## config.mk

```make
export PLATFORM = sky130hd
export DESIGN_NAME = slt_tx_sequencer
export DESIGN_NICKNAME = d
export VERILOG_FILES = /design/src/hw/slt_pkg.sv /design/src/hw/slt_table.sv /design/src/hw/slt_tx_sequencer.sv
export SDC_FILE = /design/constraint.sdc
export NUM_CORES = 1
export LEC_CHECK = 0
export BUFFER_PORTS_ARGS = -buffer_cell sky130_fd_sc_hd__buf_2
export CAP_MARGIN = 20
export CORE_ASPECT_RATIO = 1.4
export CORE_MARGIN = 8
export CORE_UTILIZATION = 30
export CTS_CLUSTER_SIZE = 20
export DETAILED_ROUTE_END_ITERATION = 7
export PLACE_DENSITY_LB_ADDON = 0.3
export SLEW_MARGIN = 20
export SYNTH_ARGS = -nofsm -noshare
export SYNTH_HDL_FRONTEND = slang
export SYNTH_SLANG_ARGS = --single-unit
```

## constraint.sdc

```tcl
create_clock -name clock -period 5.4 [get_ports clock]
set_input_delay 0.54 -clock clock [delete_from_list [all_inputs] [get_ports clock]]
set_output_delay 0.54 -clock clock [all_outputs]
set_load 0.05 [all_outputs]
```

## src/hw/slt_pkg.sv

```systemverilog
// Shared constants and types of the synchronous line transmit sequencer
package slt_pkg;
   // Register word offsets of the local register port
   localparam logic [3:0] ADDR_MAINT  = 4'h0;
   localparam logic [3:0] ADDR_OUTCTL = 4'h4;
   localparam logic [3:0] ADDR_TXDATA = 4'h8;
   localparam logic [3:0] ADDR_STATUS = 4'hC;
   localparam logic [3:0] ADDR_SYNC   = 4'h1;
   // Field positions
   localparam int MAINT_MODE_BIT  = 0;
   localparam int MAINT_TDIS_BIT  = 1;
   localparam int OUT_SOM_BIT     = 0;
   localparam int OUT_EOM_BIT     = 1;
   localparam int ST_DONE_BIT     = 0;
   localparam int ST_ACTIVE_BIT   = 1;
   localparam int ST_LATE_BIT     = 2;
   localparam int ST_SB_LSB       = 8;
   // Reset values and check polynomial
   localparam logic [7:0]  SYNC_RESET  = 8'h96;
   localparam logic [15:0] CRC_INIT    = 16'hFFFF;
   localparam logic [15:0] CRC_POLY    = 16'h1021;
   // Table selectors
   localparam logic [1:0] KIND_FUNC = 2'h0;
   localparam logic [1:0] KIND_PATH = 2'h1;
   localparam logic [1:0] KIND_DATA = 2'h2;
   // Bit counter and ones counter figures
   localparam logic [2:0] BITS_LAST   = 3'h7;
   localparam logic [2:0] ONES_FIVE   = 3'h5;
   localparam logic [2:0] ONES_SIX    = 3'h6;
   localparam logic [2:0] ONES_SAT    = 3'h7;
   localparam logic       LINE_MARK   = 1'b1;

   // Registered state buffer, six bits
   typedef struct packed {
      logic flag;
      logic check;
      logic active;
      logic eom;
      logic som;
      logic abort;
   } slt_state_type;

   // Function decode outputs
   typedef struct packed {
      logic flag;
      logic check;
      logic active;
      logic done_preset;
   } slt_func_type;

   // Data path control outputs
   typedef struct packed {
      logic force_space;
      logic select_check_bits;
      logic select_shift_register;
      logic bit_counter_enable;
   } slt_path_type;

   // Data decode outputs
   typedef struct packed {
      logic line_bit;
      logic check_clock_enable;
      logic silo_transfer;
      logic shift_clock_qualifier;
   } slt_data_type;
endpackage

```

## src/hw/slt_table.sv

```systemverilog
// Fixed 256 x 4 decision table, contents chosen by KIND
`timescale 1ns/1ps
module slt_table #(
   parameter logic [1:0] KIND = slt_pkg::KIND_FUNC
) (
   input  wire logic [7:0] addr,
   input  wire logic       enable,
   output logic      [3:0] word
);
   // Function decode: {flag, check, active, done_preset}
   function automatic logic [3:0] func_word(input logic [7:0] a);
      logic [3:0] r;
      r = 4'h0;
      if (a[5] && a[0]) begin
         if (!a[4]) begin
            r = a[2] ? 4'hB : 4'h0;
         end else if (a[1]) begin
            if (a[3]) begin
               r = 4'h0;
            end else if (!a[2] && !a[6]) begin
               r = 4'h6;
            end else begin
               r = 4'hA;
            end
         end else begin
            r = 4'h3;
         end
      end
      return r;
   endfunction

   // Data path control: {force_space, sel_check, sel_shift, count_enable}
   function automatic logic [3:0] path_word(input logic [7:0] a);
      logic [3:0] r;
      r = 4'h1;
      if (a[3] || a[6]) begin
         r = 4'h1;
      end else if (a[5]) begin
         r = a[7] ? 4'h3 : (a[2] ? 4'h9 : 4'h1);
      end else if (a[4]) begin
         r = (!a[7] && a[1]) ? 4'h8 : 4'h5;
      end else begin
         r = (!a[7] && a[1]) ? 4'h8 : 4'h3;
      end
      return r;
   endfunction

   // Data decode: {line_bit, check_enable, transfer, shift_qualifier}
   function automatic logic [3:0] data_word(input logic [7:0] a);
      logic [3:0] r;
      r = 4'h0;
      r[3] = a[5] ? 1'b0 : (a[3] ? a[2] : (a[1] ? a[0] : 1'b1));
      r[2] = a[1] && !a[5] && !a[4];
      r[1] = a[6];
      r[0] = a[1] && !a[5] && !a[3] && !a[6];
      return r;
   endfunction

   // Same address always gives the same word; disabled reads as zero
   always_comb begin
      word = 4'h0;
      if (enable) begin
         case (KIND)
            slt_pkg::KIND_FUNC: word = func_word(addr);
            slt_pkg::KIND_PATH: word = path_word(addr);
            default:            word = data_word(addr);
         endcase
      end
   end
endmodule

```

## src/hw/slt_tx_sequencer.sv

```systemverilog
// Transmitter control sequencer of a synchronous line unit
//
// Contract
// - Each table: fixed 256 by 4 lookup
// - Function table sets done, picks next event
// - Send permitted is clear-to-send AND set-ready
// - Function table inputs: mode, strap, state, load
// - Send flag is check OR start state
// - Three outputs feed buffer, fourth presets done
// - State buffer holds six bits
// - Active stays clear until opening character starts
// - Inactive: buffer loads every bit time
// - Active: buffer loads only at last bit
// - Buffer outputs change only on load
// - Path table formats stuffing control characters
// - Path table drives selects and counter enable
// - Stuffed zero is not counted
// - Data table selects serial output source
// - Data table times silo to shift transfer
// - Shift clock withheld for check, stuff, and control outside byte-count mode
// - Maintenance bit disables two tables, not path
// - Late service forces line to mark
// - Check bits accumulate only when enabled
`timescale 1ns/1ps
module slt_tx_sequencer #(
   parameter int DATA_W = 16
) (
   input  wire logic              clock,
   input  wire logic              rstn,
   input  wire logic [3:0]        reg_addr,
   input  wire logic [DATA_W-1:0] reg_wdata,
   input  wire logic              reg_wr,
   input  wire logic              reg_rd,
   output logic      [DATA_W-1:0] reg_rdata,
   input  wire logic              modem_cts,
   input  wire logic              modem_dsr,
   input  wire logic              modem_tx_clock,
   input  wire logic              no_check_bits_strap,
   output logic                   tx_line,
   output logic                   transmit_done
);

   ////////////////////////////////////////////////////////////////////////////
   // Declarations
   logic                 mode_ff;
   logic                 table_disable_ff;
   logic                 som_ff;
   logic                 eom_ff;
   logic [7:0]           tx_data_ff;
   logic [7:0]           sync_ff;
   logic                 done_ff;
   logic                 late_ff;
   logic [DATA_W-1:0]    rdata_ff;
   logic [1:0]           cts_sync_ff;
   logic [1:0]           dsr_sync_ff;
   logic [1:0]           clk_sync_ff;
   logic [1:0]           strap_sync_ff;
   logic                 clk_prev_ff;
   logic                 bit_tick;
   slt_pkg::slt_state_type sb_ff;
   slt_pkg::slt_state_type nxt_sb;
   slt_pkg::slt_func_type  func_out;
   slt_pkg::slt_path_type  path_out;
   slt_pkg::slt_data_type  data_out;
   logic [3:0]           func_word;
   logic [3:0]           path_word;
   logic [3:0]           data_word;
   logic [7:0]           func_addr;
   logic [7:0]           path_addr;
   logic [7:0]           data_addr;
   logic                 send_permitted;
   logic                 send_flag_combined;
   logic                 last_bit_of_character;
   logic                 load;
   logic                 state_buffer_load;
   logic                 table_enable;
   logic [2:0]           bit_count_ff;
   logic [2:0]           ones_ff;
   logic                 ones_five;
   logic                 ones_six;
   logic [7:0]           shift_ff;
   logic [15:0]          check_ff;
   logic                 line_ff;
   logic                 check_feedback;

   ////////////////////////////////////////////////////////////////////////////
   // Pin synchronisers: only the second stage is read
   always_ff @(posedge clock or negedge rstn) begin
      if (!rstn) begin
         cts_sync_ff   <= 2'h0;
         dsr_sync_ff   <= 2'h0;
         clk_sync_ff   <= 2'h0;
         strap_sync_ff <= 2'h0;
      end else begin
         cts_sync_ff   <= {cts_sync_ff[0], modem_cts};
         dsr_sync_ff   <= {dsr_sync_ff[0], modem_dsr};
         clk_sync_ff   <= {clk_sync_ff[0], modem_tx_clock};
         strap_sync_ff <= {strap_sync_ff[0], no_check_bits_strap};
      end
   end

   // Falling edge of the modem clock is the rising edge of its inverse
   always_ff @(posedge clock or negedge rstn) begin
      if (!rstn) begin
         clk_prev_ff <= 1'b0;
      end else begin
         clk_prev_ff <= clk_sync_ff[1];
      end
   end

   assign bit_tick = clk_prev_ff && !clk_sync_ff[1];

   ////////////////////////////////////////////////////////////////////////////
   // Decision tables
   assign send_permitted     = cts_sync_ff[1] && dsr_sync_ff[1];
   assign send_flag_combined = sb_ff.check || sb_ff.som;
   // Test disable hits two tables, never the path table
   assign table_enable       = !table_disable_ff;

   // First listed input is the address MSB
   assign func_addr = {mode_ff, strap_sync_ff[1], send_permitted, sb_ff.active,
                       sb_ff.flag, send_flag_combined, eom_ff, load};
   assign path_addr = {mode_ff, sb_ff.abort, sb_ff.flag, sb_ff.check, 1'b0,
                       ones_six, ones_five, load};
   assign data_addr = {sb_ff.som, load, path_out.force_space, sb_ff.flag,
                       path_out.select_check_bits, check_ff[15],
                       path_out.select_shift_register, shift_ff[0]};

   // Function decode picks the next event per character
   slt_table #(
      .KIND (slt_pkg::KIND_FUNC)
   ) u_function_decode_table (
      .addr   (func_addr),
      .enable (table_enable),
      .word   (func_word)
   );

   // Data path control, formats control characters
   slt_table #(
      .KIND (slt_pkg::KIND_PATH)
   ) u_data_path_control_table (
      .addr   (path_addr),
      .enable (1'b1),
      .word   (path_word)
   );

   // Data decode, chooses the line bit and times transfers
   slt_table #(
      .KIND (slt_pkg::KIND_DATA)
   ) u_data_decode_table (
      .addr   (data_addr),
      .enable (table_enable),
      .word   (data_word)
   );

   assign func_out = slt_pkg::slt_func_type'(func_word);
   assign path_out = slt_pkg::slt_path_type'(path_word);
   assign data_out = slt_pkg::slt_data_type'(data_word);

   ////////////////////////////////////////////////////////////////////////////
   // State buffer load timing
   assign ones_five             = ones_ff >= slt_pkg::ONES_FIVE;
   assign ones_six              = ones_ff >= slt_pkg::ONES_SIX;
   // Last bit counts only when the counter is enabled, so stuffing delays it
   assign last_bit_of_character = (bit_count_ff == slt_pkg::BITS_LAST)
                                  && path_out.bit_counter_enable;
   assign load                  = !sb_ff.active || last_bit_of_character;
   assign state_buffer_load     = bit_tick && load;

   // Next buffer: three table bits, two silo bits, abort
   always_comb begin
      nxt_sb        = sb_ff;
      nxt_sb.flag   = func_out.flag;
      nxt_sb.check  = func_out.check;
      nxt_sb.active = func_out.active;
      nxt_sb.eom    = eom_ff;
      nxt_sb.som    = som_ff;
      nxt_sb.abort  = late_ff;
   end

   // Outputs move only here, so software may change inputs mid-character
   always_ff @(posedge clock or negedge rstn) begin
      if (!rstn) begin
         sb_ff <= '0;
      end else if (state_buffer_load) begin
         sb_ff <= nxt_sb;
      end
   end

   ////////////////////////////////////////////////////////////////////////////
   // Character bit counter, held at zero while inactive
   always_ff @(posedge clock or negedge rstn) begin
      if (!rstn) begin
         bit_count_ff <= 3'h0;
      end else if (bit_tick) begin
         if (!sb_ff.active) begin
            bit_count_ff <= 3'h0;
         end else if (path_out.bit_counter_enable) begin
            bit_count_ff <= bit_count_ff + 3'h1;
         end
      end
   end

   // Consecutive ones sent on the line, saturating
   always_ff @(posedge clock or negedge rstn) begin
      if (!rstn) begin
         ones_ff <= 3'h0;
      end else if (bit_tick) begin
         if (!data_out.line_bit) begin
            ones_ff <= 3'h0;
         end else if (ones_ff != slt_pkg::ONES_SAT) begin
            ones_ff <= ones_ff + 3'h1;
         end
      end
   end

   ////////////////////////////////////////////////////////////////////////////
   // Shift register: silo load or shift
   always_ff @(posedge clock or negedge rstn) begin
      if (!rstn) begin
         shift_ff <= 8'h00;
      end else if (state_buffer_load && data_out.silo_transfer) begin
         // Byte-count mode sends the sync pattern for flag characters
         shift_ff <= (func_out.flag && mode_ff) ? sync_ff : tx_data_ff;
      end else if (bit_tick && data_out.shift_clock_qualifier) begin
         shift_ff <= {1'b0, shift_ff[7:1]};
      end
   end

   // Check bits: preset to all ones during flags, accumulate on data, shift out after
   assign check_feedback = check_ff[15] ^ data_out.line_bit;

   always_ff @(posedge clock or negedge rstn) begin
      if (!rstn) begin
         check_ff <= slt_pkg::CRC_INIT;
      end else if (bit_tick) begin
         if (sb_ff.flag) begin
            check_ff <= slt_pkg::CRC_INIT;
         end else if (data_out.check_clock_enable) begin
            check_ff <= {check_ff[14:0], 1'b0}
                        ^ (check_feedback ? slt_pkg::CRC_POLY : 16'h0000);
         end else if (path_out.select_check_bits && path_out.bit_counter_enable) begin
            check_ff <= {check_ff[14:0], 1'b0};
         end
      end
   end

   ////////////////////////////////////////////////////////////////////////////
   // Idle or late service holds the line at mark
   always_ff @(posedge clock or negedge rstn) begin
      if (!rstn) begin
         line_ff <= slt_pkg::LINE_MARK;
      end else if (bit_tick) begin
         if (!sb_ff.active || sb_ff.abort || late_ff) begin
            line_ff <= slt_pkg::LINE_MARK;
         end else begin
            line_ff <= data_out.line_bit;
         end
      end
   end

   assign tx_line = line_ff;

   ////////////////////////////////////////////////////////////////////////////
   // Transmit done: preset by the table, cleared by a data write; set wins
   always_ff @(posedge clock or negedge rstn) begin
      if (!rstn) begin
         done_ff <= 1'b0;
      end else if (state_buffer_load && func_out.done_preset) begin
         done_ff <= 1'b1;
      end else if (reg_wr && reg_addr == slt_pkg::ADDR_TXDATA) begin
         done_ff <= 1'b0;
      end
   end

   assign transmit_done = done_ff;

   // Data late: done still set at the next preset
   always_ff @(posedge clock or negedge rstn) begin
      if (!rstn) begin
         late_ff <= 1'b0;
      end else if (state_buffer_load && func_out.done_preset && done_ff && sb_ff.active) begin
         late_ff <= 1'b1;
      end else if (reg_wr && reg_addr == slt_pkg::ADDR_OUTCTL
                   && reg_wdata[slt_pkg::OUT_SOM_BIT]) begin
         late_ff <= 1'b0;
      end
   end

   ////////////////////////////////////////////////////////////////////////////
   // Software registers
   always_ff @(posedge clock or negedge rstn) begin
      if (!rstn) begin
         mode_ff          <= 1'b0;
         table_disable_ff <= 1'b0;
      end else if (reg_wr && reg_addr == slt_pkg::ADDR_MAINT) begin
         mode_ff          <= reg_wdata[slt_pkg::MAINT_MODE_BIT];
         table_disable_ff <= reg_wdata[slt_pkg::MAINT_TDIS_BIT];
      end
   end

   // Silo control bits for the next character
   always_ff @(posedge clock or negedge rstn) begin
      if (!rstn) begin
         som_ff <= 1'b0;
         eom_ff <= 1'b0;
      end else if (reg_wr && reg_addr == slt_pkg::ADDR_OUTCTL) begin
         som_ff <= reg_wdata[slt_pkg::OUT_SOM_BIT];
         eom_ff <= reg_wdata[slt_pkg::OUT_EOM_BIT];
      end
   end

   // Character data and sync pattern
   always_ff @(posedge clock or negedge rstn) begin
      if (!rstn) begin
         tx_data_ff <= 8'h00;
         sync_ff    <= slt_pkg::SYNC_RESET;
      end else if (reg_wr) begin
         if (reg_addr == slt_pkg::ADDR_TXDATA) begin
            tx_data_ff <= reg_wdata[7:0];
         end
         if (reg_addr == slt_pkg::ADDR_SYNC) begin
            sync_ff <= reg_wdata[7:0];
         end
      end
   end

   // Read data one cycle after the strobe; unmapped reads zero
   always_ff @(posedge clock or negedge rstn) begin
      if (!rstn) begin
         rdata_ff <= '0;
      end else if (reg_rd) begin
         rdata_ff <= '0;
         case (reg_addr)
            slt_pkg::ADDR_MAINT: begin
               rdata_ff[slt_pkg::MAINT_MODE_BIT] <= mode_ff;
               rdata_ff[slt_pkg::MAINT_TDIS_BIT] <= table_disable_ff;
            end
            slt_pkg::ADDR_OUTCTL: begin
               rdata_ff[slt_pkg::OUT_SOM_BIT] <= som_ff;
               rdata_ff[slt_pkg::OUT_EOM_BIT] <= eom_ff;
            end
            slt_pkg::ADDR_TXDATA: begin
               rdata_ff[7:0] <= tx_data_ff;
            end
            slt_pkg::ADDR_SYNC: begin
               rdata_ff[7:0] <= sync_ff;
            end
            slt_pkg::ADDR_STATUS: begin
               rdata_ff[slt_pkg::ST_DONE_BIT]   <= done_ff;
               rdata_ff[slt_pkg::ST_ACTIVE_BIT] <= sb_ff.active;
               rdata_ff[slt_pkg::ST_LATE_BIT]   <= late_ff;
               rdata_ff[slt_pkg::ST_SB_LSB +: 6] <= sb_ff;
            end
            default: begin
               rdata_ff <= '0;
            end
         endcase
      end else begin
         rdata_ff <= '0;
      end
   end

   assign reg_rdata = rdata_ff;

endmodule

```

* Word level (Yosys, flattened, before mapping)
Index checks and enable logic that the tools add are counted.
** Storage, ports and cells
- Register bits :: 84
- Bits of input ports :: 28
- Output and inout port bits :: 18
- Word-level logic and storage cells :: 123
** Operators by class
- $add $sub $neg :: 2
- $lt $le $gt $ge :: 2
- Eq/ne operators :: 8
- Mux-type cells :: 39
- Bitwise logic cells :: 2
- Reductions and logical operators :: 45
** Operators by type and width (number)
- 4-bit 2-to-1 mux :: 15
- 16-bit 2-to-1 mux :: 3
- 8-bit 2-to-1 mux :: 3
- 1-bit logical AND :: 22
- 16-bit by 13-bit bitwise XOR with 16-bit output :: 1
- 14-bit 2-to-1 mux :: 1
- 13-bit 2-to-1 mux :: 1
- 3-bit 2-to-1 mux :: 4
- 2-bit one-hot mux with 5 select lines :: 1
- 5-bit one-hot mux with 2 select lines :: 1
- 2-bit AND reduction :: 5
- 1-bit logical NOT :: 9
- 4-bit == test (second input constant) :: 2
- 1-bit 2-to-1 mux :: 8
- 3-bit by 1-bit adder with 3-bit output (second input constant) :: 2
- 3-bit >= comparator (second input constant) :: 2
- 6-bit 2-to-1 mux :: 1
- 2-bit nonzero test :: 3
- 4-bit by 1-bit == test with 1-bit output (second input constant) :: 1
- 4-bit by 3-bit == test with 1-bit output (second input constant) :: 1
- 4-bit logical NOT :: 1
- 1-bit logical OR :: 4
- 2-bit by 1-bit != test with 1-bit output (second input constant) :: 2
- 3-bit == test (second input constant) :: 1
- other kinds (4) :: 4

* Longest topological paths before layout
Gate-level depths: netlist of run 1.
- Depth in word-level cells :: 16
- Gate-level depth with buffers :: 9
- Depth with buffers taken out :: 8

* Hierarchy
Synthesis of run 1 repeated with hierarchy kept, for this count alone.
** Second synthesis, totals
- Cell total of the unflattened synthesis :: 332
- Area, all modules :: 3900.0 um^2
** Modules (own cells, without submodules)
- slt_tx_sequencer :: times used 1, cells an instance 304, area an instance 3697.3 um^2, seq. area each 2078.2 um^2
- slt_table (u_data_path_control_table) :: times used 1, cells an instance 11, area an instance 87.6 um^2, seq. area each 0.0 um^2
- slt_table (u_function_decode_table) :: times used 1, cells an instance 10, area an instance 63.8 um^2, seq. area each 0.0 um^2
- slt_table (u_data_decode_table) :: times used 1, cells an instance 7, area an instance 51.3 um^2, seq. area each 0.0 um^2

* Worst setup path after synthesis of run 1
OpenSTA, ideal clock, no wires.
- Path kind :: register -> register
- Start point :: register ones_ff[0]
- End point :: register check_ff[12]
- Setup time :: 0.073 ns
- Data arrival time :: 1.884 ns
- Data required time :: 5.327 ns
- Slack :: 3.443 ns
- Stages on the path, launching flop included :: 8
- Buffers on the path :: 0
- Period minus slack after synthesis :: 1.957 ns
- Path through :: dfrtp_1 -> ha_1 -> nor2_1 -> nor3_2 -> o311ai_2 -> mux2_2 -> xnor2_1 -> a21oi_1
** On the way
- Longest elaborated chain between the ends :: 15
- Elaborated cells between the ends (all ways) :: 25
- Those cells by class :: order compare (2); mux (14); bitwise (2); reduce/logical (7)
** RTL lines
- from (decl) :: line slt_tx_sequencer.sv:78 : logic [2:0] ones_ff;
- from (signal assigned) :: line slt_tx_sequencer.sv:212 : ones_ff <= ones_ff + 3'h1;
- 3-bit >= comparator :: line slt_tx_sequencer.sv:162 : assign ones_five = ones_ff >= slt_pkg::ONES_FIVE;
- 1-bit logical AND :: line slt_table.sv:41, slt_table.sv:43
- 4-bit 2-to-1 mux :: line slt_table.sv:43 : r = (!a[7] && a[1]) ? 4'h8 : 4'h3;
- 4-bit 2-to-1 mux :: line slt_table.sv:40 : end else if (a[4]) begin
- 4-bit 2-to-1 mux * :: line slt_table.sv:38 : end else if (a[5]) begin
- 4-bit 2-to-1 mux * :: line slt_table.sv:36 : if (a[3] || a[6]) begin
- 1-bit 2-to-1 mux (3 in series) :: line slt_table.sv:52 : r[3] = a[5] ? 1'b0 : (a[3] ? a[2] : (a[1] ? a[0] : 1'b1));
- 4-bit 2-to-1 mux :: line slt_table.sv:62 : if (enable) begin
- 1-bit bitwise XOR :: line slt_tx_sequencer.sv:231 : assign check_feedback = check_ff[15] ^ data_out.line_bit;
- 13-bit 2-to-1 mux :: line slt_tx_sequencer.sv:241 : ^ (check_feedback ? slt_pkg::CRC_POLY : 16'h0000);
- 16-bit by 13-bit bitwise XOR with 16-bit output :: line slt_tx_sequencer.sv:241
- 16-bit 2-to-1 mux :: line slt_tx_sequencer.sv:239 : end else if (data_out.check_clock_enable) begin
- 16-bit 2-to-1 mux :: line slt_tx_sequencer.sv:237 : if (sb_ff.flag) begin
- to (signal assigned) :: line slt_tx_sequencer.sv:238 : check_ff <= slt_pkg::CRC_INIT;
- to (signal assigned) :: line slt_tx_sequencer.sv:240 : check_ff <= {check_ff[14:0], 1'b0}
- to (signal assigned) :: line slt_tx_sequencer.sv:243 : check_ff <= {check_ff[14:0], 1'b0};
- to (decl) :: line slt_tx_sequencer.sv:82 : logic [15:0] check_ff;
Every way passes the cells marked *; elsewhere a longest branch is shown, timed or not.
A chain may end at the register's enable or synchronous reset.

* Final worst setup path of run 1
- Start point :: register sb_ff, in the netlist data_addr[4]
- End point :: register check_ff[12]
** On the way
- Longest elaborated chain between the ends :: 11
- Elaborated cells between the ends (all ways) :: 18
- Those cells by class :: mux (9); bitwise (2); reduce/logical (7)
** RTL lines
- from (decl) :: line slt_tx_sequencer.sv:60 : slt_pkg::slt_state_type sb_ff;
- from (signal assigned) :: line slt_tx_sequencer.sv:186 : sb_ff <= nxt_sb;
- 4-bit 2-to-1 mux :: line slt_table.sv:38
- 4-bit 2-to-1 mux :: line slt_table.sv:36
- 1-bit 2-to-1 mux (3 in series) :: line slt_table.sv:52
- 4-bit 2-to-1 mux :: line slt_table.sv:62
- 1-bit bitwise XOR :: line slt_tx_sequencer.sv:231
- 13-bit 2-to-1 mux :: line slt_tx_sequencer.sv:241
- 16-bit by 13-bit bitwise XOR with 16-bit output :: line slt_tx_sequencer.sv:241
- 16-bit 2-to-1 mux :: line slt_tx_sequencer.sv:239
- 16-bit 2-to-1 mux :: line slt_tx_sequencer.sv:237
Parallel ways exist; a longest one is shown, timed or not.

==> metrics.md, run 1 <==
| Metric | Value |
|---|---|
| Status | `completed` |
| Die Y | `147 um` |
| Post-synth ARST share | `1.00` |
| Count of cell types in the netlist | `53` |
| Fin util | `0.359` |
| Drt first pass iters | `4` |
| Routed WL | `7670 um` |
| Avg Vias per Cell | `4.80` |
| CP endpoint kind | `flop` |
| Dpl cell area | `3960 sq um` |
| Final slew viol count | `0` |
| Min-Delay Path Class | `primary input to asynchronous set/reset pin` |
| IO Port Bufs | `35` |
| Total power | `1.86 mW` |
| # IOs | `46` |
| Yosys top cell area share | `0.418` |
| Via count | `2439` |
| FF+latch count, synth | `82` |
| EDFF count, synth | `0` |
| Initial antenna violation count | `0` |
| Die width | `109 um` |
| Kind of critical path | `flop to flop` |
| Final Cycle Share | `0.444` |
| Post-CTS sizing | `0` |
| Setup_tns | `0 ps` |
| Post-synth top cells | `61 x dfrtp_1, 43 x nand2_1, 26 x nor2_1` |
| Total track usage | `0.105` |
| First-pass GRT wire length | `13200 um` |
| Row Count | `47` |
| Max cap viols | `0` |
| Diode count | `0` |
| CTS sink cnt | `82` |
| Core outline area | `11900 sq um` |
| CP arrival | `2660 ps` |
| Vias in the first global route | `2566` |
| Worst Path Required | `5660 ps` |
| RSZ-0062 raised after global routing | `false` |
| Worst Setup Slack, final | `3000 ps` |
| Worst-path fanout max | `27` |
| H-tree levels | `3` |
| Post-route DRC violation count | `0` |
| Later-pin clock latency in the skew report | `330 ps` |
| Placed Cells | `492` |
| CTS tree | `yes` |
| Final #Nets | `389` |
| HPWL Detailed | `5360 um` |
| Relative slew slack | `0.398` |
| Initial core utilization | `0.308` |
| Maximum clock path buffer count | `2` |
| CTS Hold Bufs | `0` |
| P per Cell Area | `437 nW/um^2` |
| Syn Std Cell Area | `3650 sq um` |
| Clock transition at path regs | `60 ps` |
| Maximum VDD drop | `0.000222 V` |
| Pre-CTS setup slack | `3020 ps` |
| Share of post-route cells with drive strength above 1 | `0.296` |
| Worst Tran Pin Value | `903 ps` |
| Total gr overflow | `0` |
| Syn Inst Count | `321` |
| Minimum clock period | `2400 ps` |
| Die area | `16000 sq um` |
| Top-count cell post-synth | `dfrtp_1` |
| Syn_area_per_cell | `11.4 sq um` |
| GP Congestion | `0.754` |
| Syn. warnings | `0` |
| Main area contributors after synthesis | `dfrtp_1 42%, dfstp_2 15%, mux2_2 6.5%` |
| Leakage | `1.90 nW` |
| Root Buffer | `clkbuf_16` |
| Area Growth Syn to Fin | `16.6%` |
| Ys flop type | `dfrtp_1` |
| Finished Layout Cells | `508` |
| Startpoint types | `flop` |
| Final Hold Fails | `0` |
| Area leader, netlist | `dfrtp_1` |
| Setup Skew | `8.03 ps` |
| Iteration-0 DRC Markers | `113` |
| Final Cell Area | `4260 sq um` |
| Largest net degree at the start of global routing | `83` |
| Count of final setup violators | `0` |
| DR WL/cell | `15.1 um` |
| Hold Slack | `243 ps` |
| Sequential share of the synthesized area | `0.569` |
| Antenna viol nets, final | `0` |
| Max Clk Rate | `417 MHz` |
| CTS Buf Count | `9` |
| Post-CTS setup buffers | `0` |
-- state kept, by name, indices dropped and copies added, names as in the netlist --
name / flops
check_ff: 16
reg_rdata: 14
shift_ff: 8
sync_ff: 8
tx_data_ff: 8
bit_count_ff: 3
ones_ff: 3
clk_sync_ff: 2
cts_sync_ff: 2
data_addr: 2
dsr_sync_ff: 2
path_addr: 2
strap_sync_ff: 2
clk_prev_ff: 1
eom_ff: 1
func_addr: 1
late_ff: 1
mode_ff: 1
sb_ff: 1
som_ff: 1
table_disable_ff: 1
transmit_done: 1
tx_line: 1
-- layout make-up --
type	instances	area (sq um)
clock inverters	4	52.6
fillers	1215	7620
inverters	11	41.3
repair buffers	36	189
well taps	147	184
multi-input cells	216	1470
clock buffers	12	246
flip-flops and latches	82	2080
-- critical path, cell delays in order (launching register included) --
cell and delay, ps:
dfrtp_1 930, and2_4 270, o21ai_2 70, o311ai_2 350, mux2_2 430, xnor2_1 130
a21oi_1 140
-- worst paths after layout --
kind	start	to	slack [ps]	depth (start not counted)
min in group clock	modem_dsr	dsr_sync_ff[0]	310	1
max reg2reg	data_addr[4]	check_ff[12]	3000	6
min	rstn	reg_rdata[8]	240	1
min reg2reg	clk_sync_ff[0]	clk_sync_ff[1]	350	0
max in group asynchronous	rstn	ones_ff[2]	4640	1
max	data_addr[4]	check_ff[12]	3000	6
-- report_power, final --
group          internal (mW)  switching (mW)
clock network          0.371           0.234
logic                  0.155           0.189
registers              0.804           0.111
total                   1.33           0.533
-- per-layer routing --
metal,part of all wire,track usage,wire length [um]
met1,0.42,0.120,3240
met2,0.52,0.173,3950
met3,0.045,0.0357,344
met4,0.017,0.0427,132
met5,0,0,0
-- cells in the final DEF, fill, tap and decap left out, types with 2 or more instances in the layout --
master / netlist / routed
dfrtp_1: 61 / 61
nand2_1: 43 / 43
buf_2: 2 / 34
nor2_1: 26 / 26
o21ai_0: 23 / 23
mux2_2: 21 / 21
dfstp_2: 21 / 21
inv_1: 11 / 11
nor2b_1: 11 / 11
a22oi_1: 9 / 9
mux2i_1: 9 / 9
clkbuf_16: 0 / 9
a21oi_1: 7 / 7
o221ai_1: 7 / 7
and2_1: 6 / 6
ha_1: 5 / 5
nand3_1: 3 / 3
o21ai_1: 3 / 3
o22ai_1: 3 / 3
clkinvlp_4: 0 / 3
nand4b_1: 2 / 2
mux4_2: 2 / 2
nand2b_1: 2 / 2
o21ai_2: 2 / 2
nor3_1: 2 / 2
a22o_1: 2 / 2
xnor2_1: 2 / 2
conb_1: 1 / 2
clkbuf_1: 7 / 2
-- logic make-up (layout without fill, tap and decap cells) --
| kind of cell | after synthesis | count (layout) | synth area share |
|---|---|---|---|
| and+or+nand+nor | 111 | 111 | 0.156 |
| muxes | 32 | 32 | 0.102 |
| adders and majority gates | 5 | 5 | 0.0171 |
| xor gates and xnor gates | 2 | 2 | 0.00479 |
| buffers and inverters | 24 | 63 | 0.0305 |
| DFF | 82 | 82 | 0.569 |
| other | 1 | 2 | 0.00103 |
| AOI/OAI and AO/OA | 64 | 64 | 0.120 |
Note: power is estimated with default switching activity, not from simulation.
==> run 2, diff against run 1 <==
--- a/config.mk
+++ b/config.mk
@@ -5,6 +5,7 @@
 export SDC_FILE = /design/constraint.sdc
 export NUM_CORES = 1
 export LEC_CHECK = 0
+export ABC_AREA = 1
 export BUFFER_PORTS_ARGS = -buffer_cell sky130_fd_sc_hd__buf_2
 export CAP_MARGIN = 20
 export CORE_ASPECT_RATIO = 1.4
==> constraint.sdc (replaced) <==
create_clock -name clock -period 2 [get_ports clock]
set_input_delay 0.2 -clock clock [delete_from_list [all_inputs] [get_ports clock]]
set_output_delay 0.2 -clock clock [all_outputs]
set_load 0.05 [all_outputs]
==> run 2 against run 1 <==
Net effect:
- via count rose by 18%
- sequential share of layout area fell by 3.1 points
- global-route usage grew 0.59 points
- combinational power increased to 4.0 times the previous value
- register-to-register slack got worse by 2800 ps
- sequential power grew to 2.6 times the previous value
- critical endpoint is now check_ff[6]
==> metrics.md, run 2 <==
| Metric | Value |
|---|---|
| Status | `completed (unchanged)` |
| DR WL met2 | `4100 um (was 3950 um)` |
| EDFF count, synth | `0 (unchanged)` |
| Final #Nets | `509 (was 389)` |
| Main area contributors after synthesis | `dfrtp_1 42%, dfstp_2 15%, nand2_1 8.5% (was dfrtp_1 42%, dfstp_2 15%, mux2_2 6.5%)` |
| Total gr overflow | `0 (unchanged)` |
| Total track usage | `0.111 (was 0.105)` |
| Vias in the first global route | `2974 (was 2566)` |
| Yosys top cell area share | `0.420 (was 0.418)` |
| Largest net degree at the start of global routing | `45 (was 83)` |
| Initial antenna violation count | `0 (unchanged)` |
| Sequential share of the synthesized area | `0.572 (was 0.569)` |
| RSZ-0062 raised after global routing | `false (unchanged)` |
| IO Port Bufs | `35 (unchanged)` |
| CTS sink cnt | `82 (unchanged)` |
| Via count | `2885 (was 2439)` |
| Fin util | `0.385 (was 0.359)` |
| Worst-path fanout max | `7 (was 27)` |
| Startpoint types | `flop (unchanged)` |
| Row Count | `47 (unchanged)` |
| Top-count cell post-synth | `nand2_1 (was dfrtp_1)` |
| Worst Path Required | `2250 ps (was 5660 ps)` |
| Max cap viols | `0 (unchanged)` |
| HPWL Detailed | `5980 um (was 5360 um)` |
| Antenna viol nets, final | `0 (unchanged)` |
| Final Cycle Share | `0.925 (was 0.444)` |
| P per Cell Area | `1230 nW/um^2 (was 437 nW/um^2)` |
| Iteration-0 DRC Markers | `136 (was 113)` |
| Minimum clock period | `1850 ps (was 2400 ps)` |
| # IOs | `46 (unchanged)` |
| Die width | `109 um (about the same)` |
| Biggest register | `check_ff (unchanged)` |
| CP arrival | `2100 ps (was 2660 ps)` |
| Syn Std Cell Area | `3630 sq um (was 3650 sq um)` |
| Share of post-route cells with drive strength above 1 | `0.233 (was 0.296)` |
| GP Congestion | `0.788 (was 0.754)` |
| Leakage | `2.26 nW (was 1.90 nW)` |
| WL met3 | `346 um (was 344 um)` |
| Setup_tns | `0 ps (unchanged)` |
| Core outline area | `11800 sq um (was 11900 sq um)` |
| Final slew viol count | `0 (unchanged)` |
| Maximum VDD drop | `0.000375 V (was 0.000222 V)` |
| First-pass GRT wire length | `14100 um (was 13200 um)` |
| Drt first pass iters | `5 (was 4)` |
| Most frequent cells in the layout | `79 x nand2_1, 66 x inv_1, 61 x dfrtp_1 (was 61 x dfrtp_1, 43 x nand2_1, 34 x buf_2)` |
| Die Y | `146 um (was 147 um)` |
| DR WL/cell | `13.1 um (was 15.1 um)` |
| Clock transition at path regs | `60 ps (about the same)` |
| Maximum clock path buffer count | `2 (unchanged)` |
| Area leader, netlist | `dfrtp_1 (unchanged)` |
| Area Growth Syn to Fin | `25.1% (was 16.6%)` |
| Diode count | `0 (unchanged)` |
| FF+latch count, synth | `82 (unchanged)` |
| H-tree levels | `3 (unchanged)` |
| Root Buffer | `clkbuf_16 (unchanged)` |
| Die area | `15900 sq um (was 16000 sq um)` |
| DR top layer | `met4 (unchanged)` |
| Final Hold Fails | `0 (unchanged)` |
| Routed WL | `8240 um (was 7670 um)` |
| Max Clk Rate | `541 MHz (was 417 MHz)` |
| Post-synth ARST share | `1.00 (unchanged)` |
| Initial core utilization | `0.308 (about the same)` |
| Syn_area_per_cell | `8.87 sq um (was 11.4 sq um)` |
| Post-route DRC violation count | `0 (unchanged)` |
| Relative slew slack | `0.652 (was 0.398)` |
| Later-pin clock latency in the skew report | `340 ps (was 330 ps)` |
| Avg Vias per Cell | `4.59 (was 4.80)` |
| CTS Buf Count | `9 (unchanged)` |
| CP endpoint kind | `flop (unchanged)` |
| Kind of critical path | `flop to flop (unchanged)` |
| Count of cell types in the netlist | `31 (was 53)` |
| Ys flop type | `dfrtp_1 (unchanged)` |
| Total power | `5.60 mW (was 1.86 mW)` |
| CTS tree | `yes (unchanged)` |
| Syn Inst Count | `410 (was 321)` |
| Worst Tran Pin Value | `521 ps (was 903 ps)` |
| Syn. warnings | `0 (unchanged)` |
| Min-Delay Path Class | `primary input to flop (was primary input to asynchronous set/reset pin)` |
| Commonest non-fill, non-tap cell in the layout | `nand2_1 (was dfrtp_1)` |
| Count of final setup violators | `0 (unchanged)` |
| Setup Skew | `10.5 ps (was 8.03 ps)` |
| Largest register FFs | `16 (unchanged)` |
| Post-synth top cells | `82 x nand2_1, 67 x inv_1, 61 x dfrtp_1 (was 61 x dfrtp_1, 43 x nand2_1, 26 x nor2_1)` |
| Routed length on met1 | `3650 um (was 3240 um)` |
## run 2: changes by cell type after synthesis, moves of 5 or more
cell	previous run	this run
nand3_1	3	26
o21ai_0	23	33
nand2_1	43	82
mux2i_1	9	0
nor2b_1	11	0
a22oi_1	9	14
nand4_1	1	6
and2_1	6	0
a21oi_1	7	19
inv_1	11	67
mux2_2	21	0
nor2_1	26	41
o221ai_1	7	0
## run 2: repair_timing
item,in CTS,in global routing
resized for setup,0,12
buffers inserted,0,4
endpoints found under the setup margin,0,24
endpoints found under the hold margin,25,0
hold buffers,5,0
## run 2: final cells by class
type / count / area, sq um
Fill cell: 1203 / 7270
Clock inverter: 5 / 85.1
Sequential cell: 82 / 2080
Inverter: 68 / 255
Multi-Input combinational cell: 252 / 1280
Timing Repair Buffer: 63 / 417
Tap cell: 147 / 184
Clock buffer: 11 / 243
## run 2: cells by family after synthesis
logic type / Yosys count / share of synthesized area
flops: 82 / 0.572
fa+ha+maj: 5 / 0.0172
compound gates: 79 / 0.130
other cells: 1 / 0.00103
buf+inv: 77 / 0.0861
simple gates: 166 / 0.194
## run 2: report_power, final
| group | internal (mW) | leakage, nW | total, mW | switching [mW] |
|---|---|---|---|---|
| combinational | 0.521 | 1.12 | 1.37 | 0.849 |
| sequential | 2.20 | 0.983 | 2.42 | 0.221 |
| clock | 1.13 | 0.156 | 1.80 | 0.670 |
## run 2: metal layers
| metal | vias to the layer above | global-route usage |
|---|---|---|
| li1 | 1452 | - |
| met5 | - | 0 |
| met1 | 1379 | 0.133 |
| met3 | 9 | 0.0295 |
| met2 | 45 | 0.181 |
| met4 | 0 | 0.0447 |
## run 2: worst max-delay path, stage by stage, from the launching register on
cell and delay, ps:
dfrtp_1 390, inv_2 60, ha_2 160, nor2_1 50, nor2_2 150, nand2_2 80
nand2_2 70, nor3_2 40, buf_4 150, o21bai_4 220, nor2_4 70, buf_4 170
a22oi_1 160
## run 2: stage by stage
stage / cell area (sq um) / hold slack (ps) / worst slack [ps] / cells
floorplan: 3640 / -95.6 / 217 / 411
global placement: 4100 / 194 / 101 / 603
detailed placement: 4100 / 204 / 33.6 / 603
CTS: 4480 / 76.8 / 16.5 / 624
global route: 4550 / 94.0 / 1.25 / 628
finish: 4550 / 89.3 / 151 / 628
## run 2: path summary, 6_finish.rpt
check / startpoint / end / slack [ps] / cells past startpoint
worst max-delay path: ones_ff[1] / check_ff[6] / 150 / 12
worst min-delay path: reg_wdata[3] / tx_data_ff[3] / 90 / 3
worst max register to register: ones_ff[1] / check_ff[6] / 150 / 12
worst min register to register: strap_sync_ff[0] / strap_sync_ff[1] / 350 / 0
max in group asynchronous: rstn / sync_ff[1] / 950 / 3
min in group asynchronous: rstn / reg_rdata[12] / 380 / 2
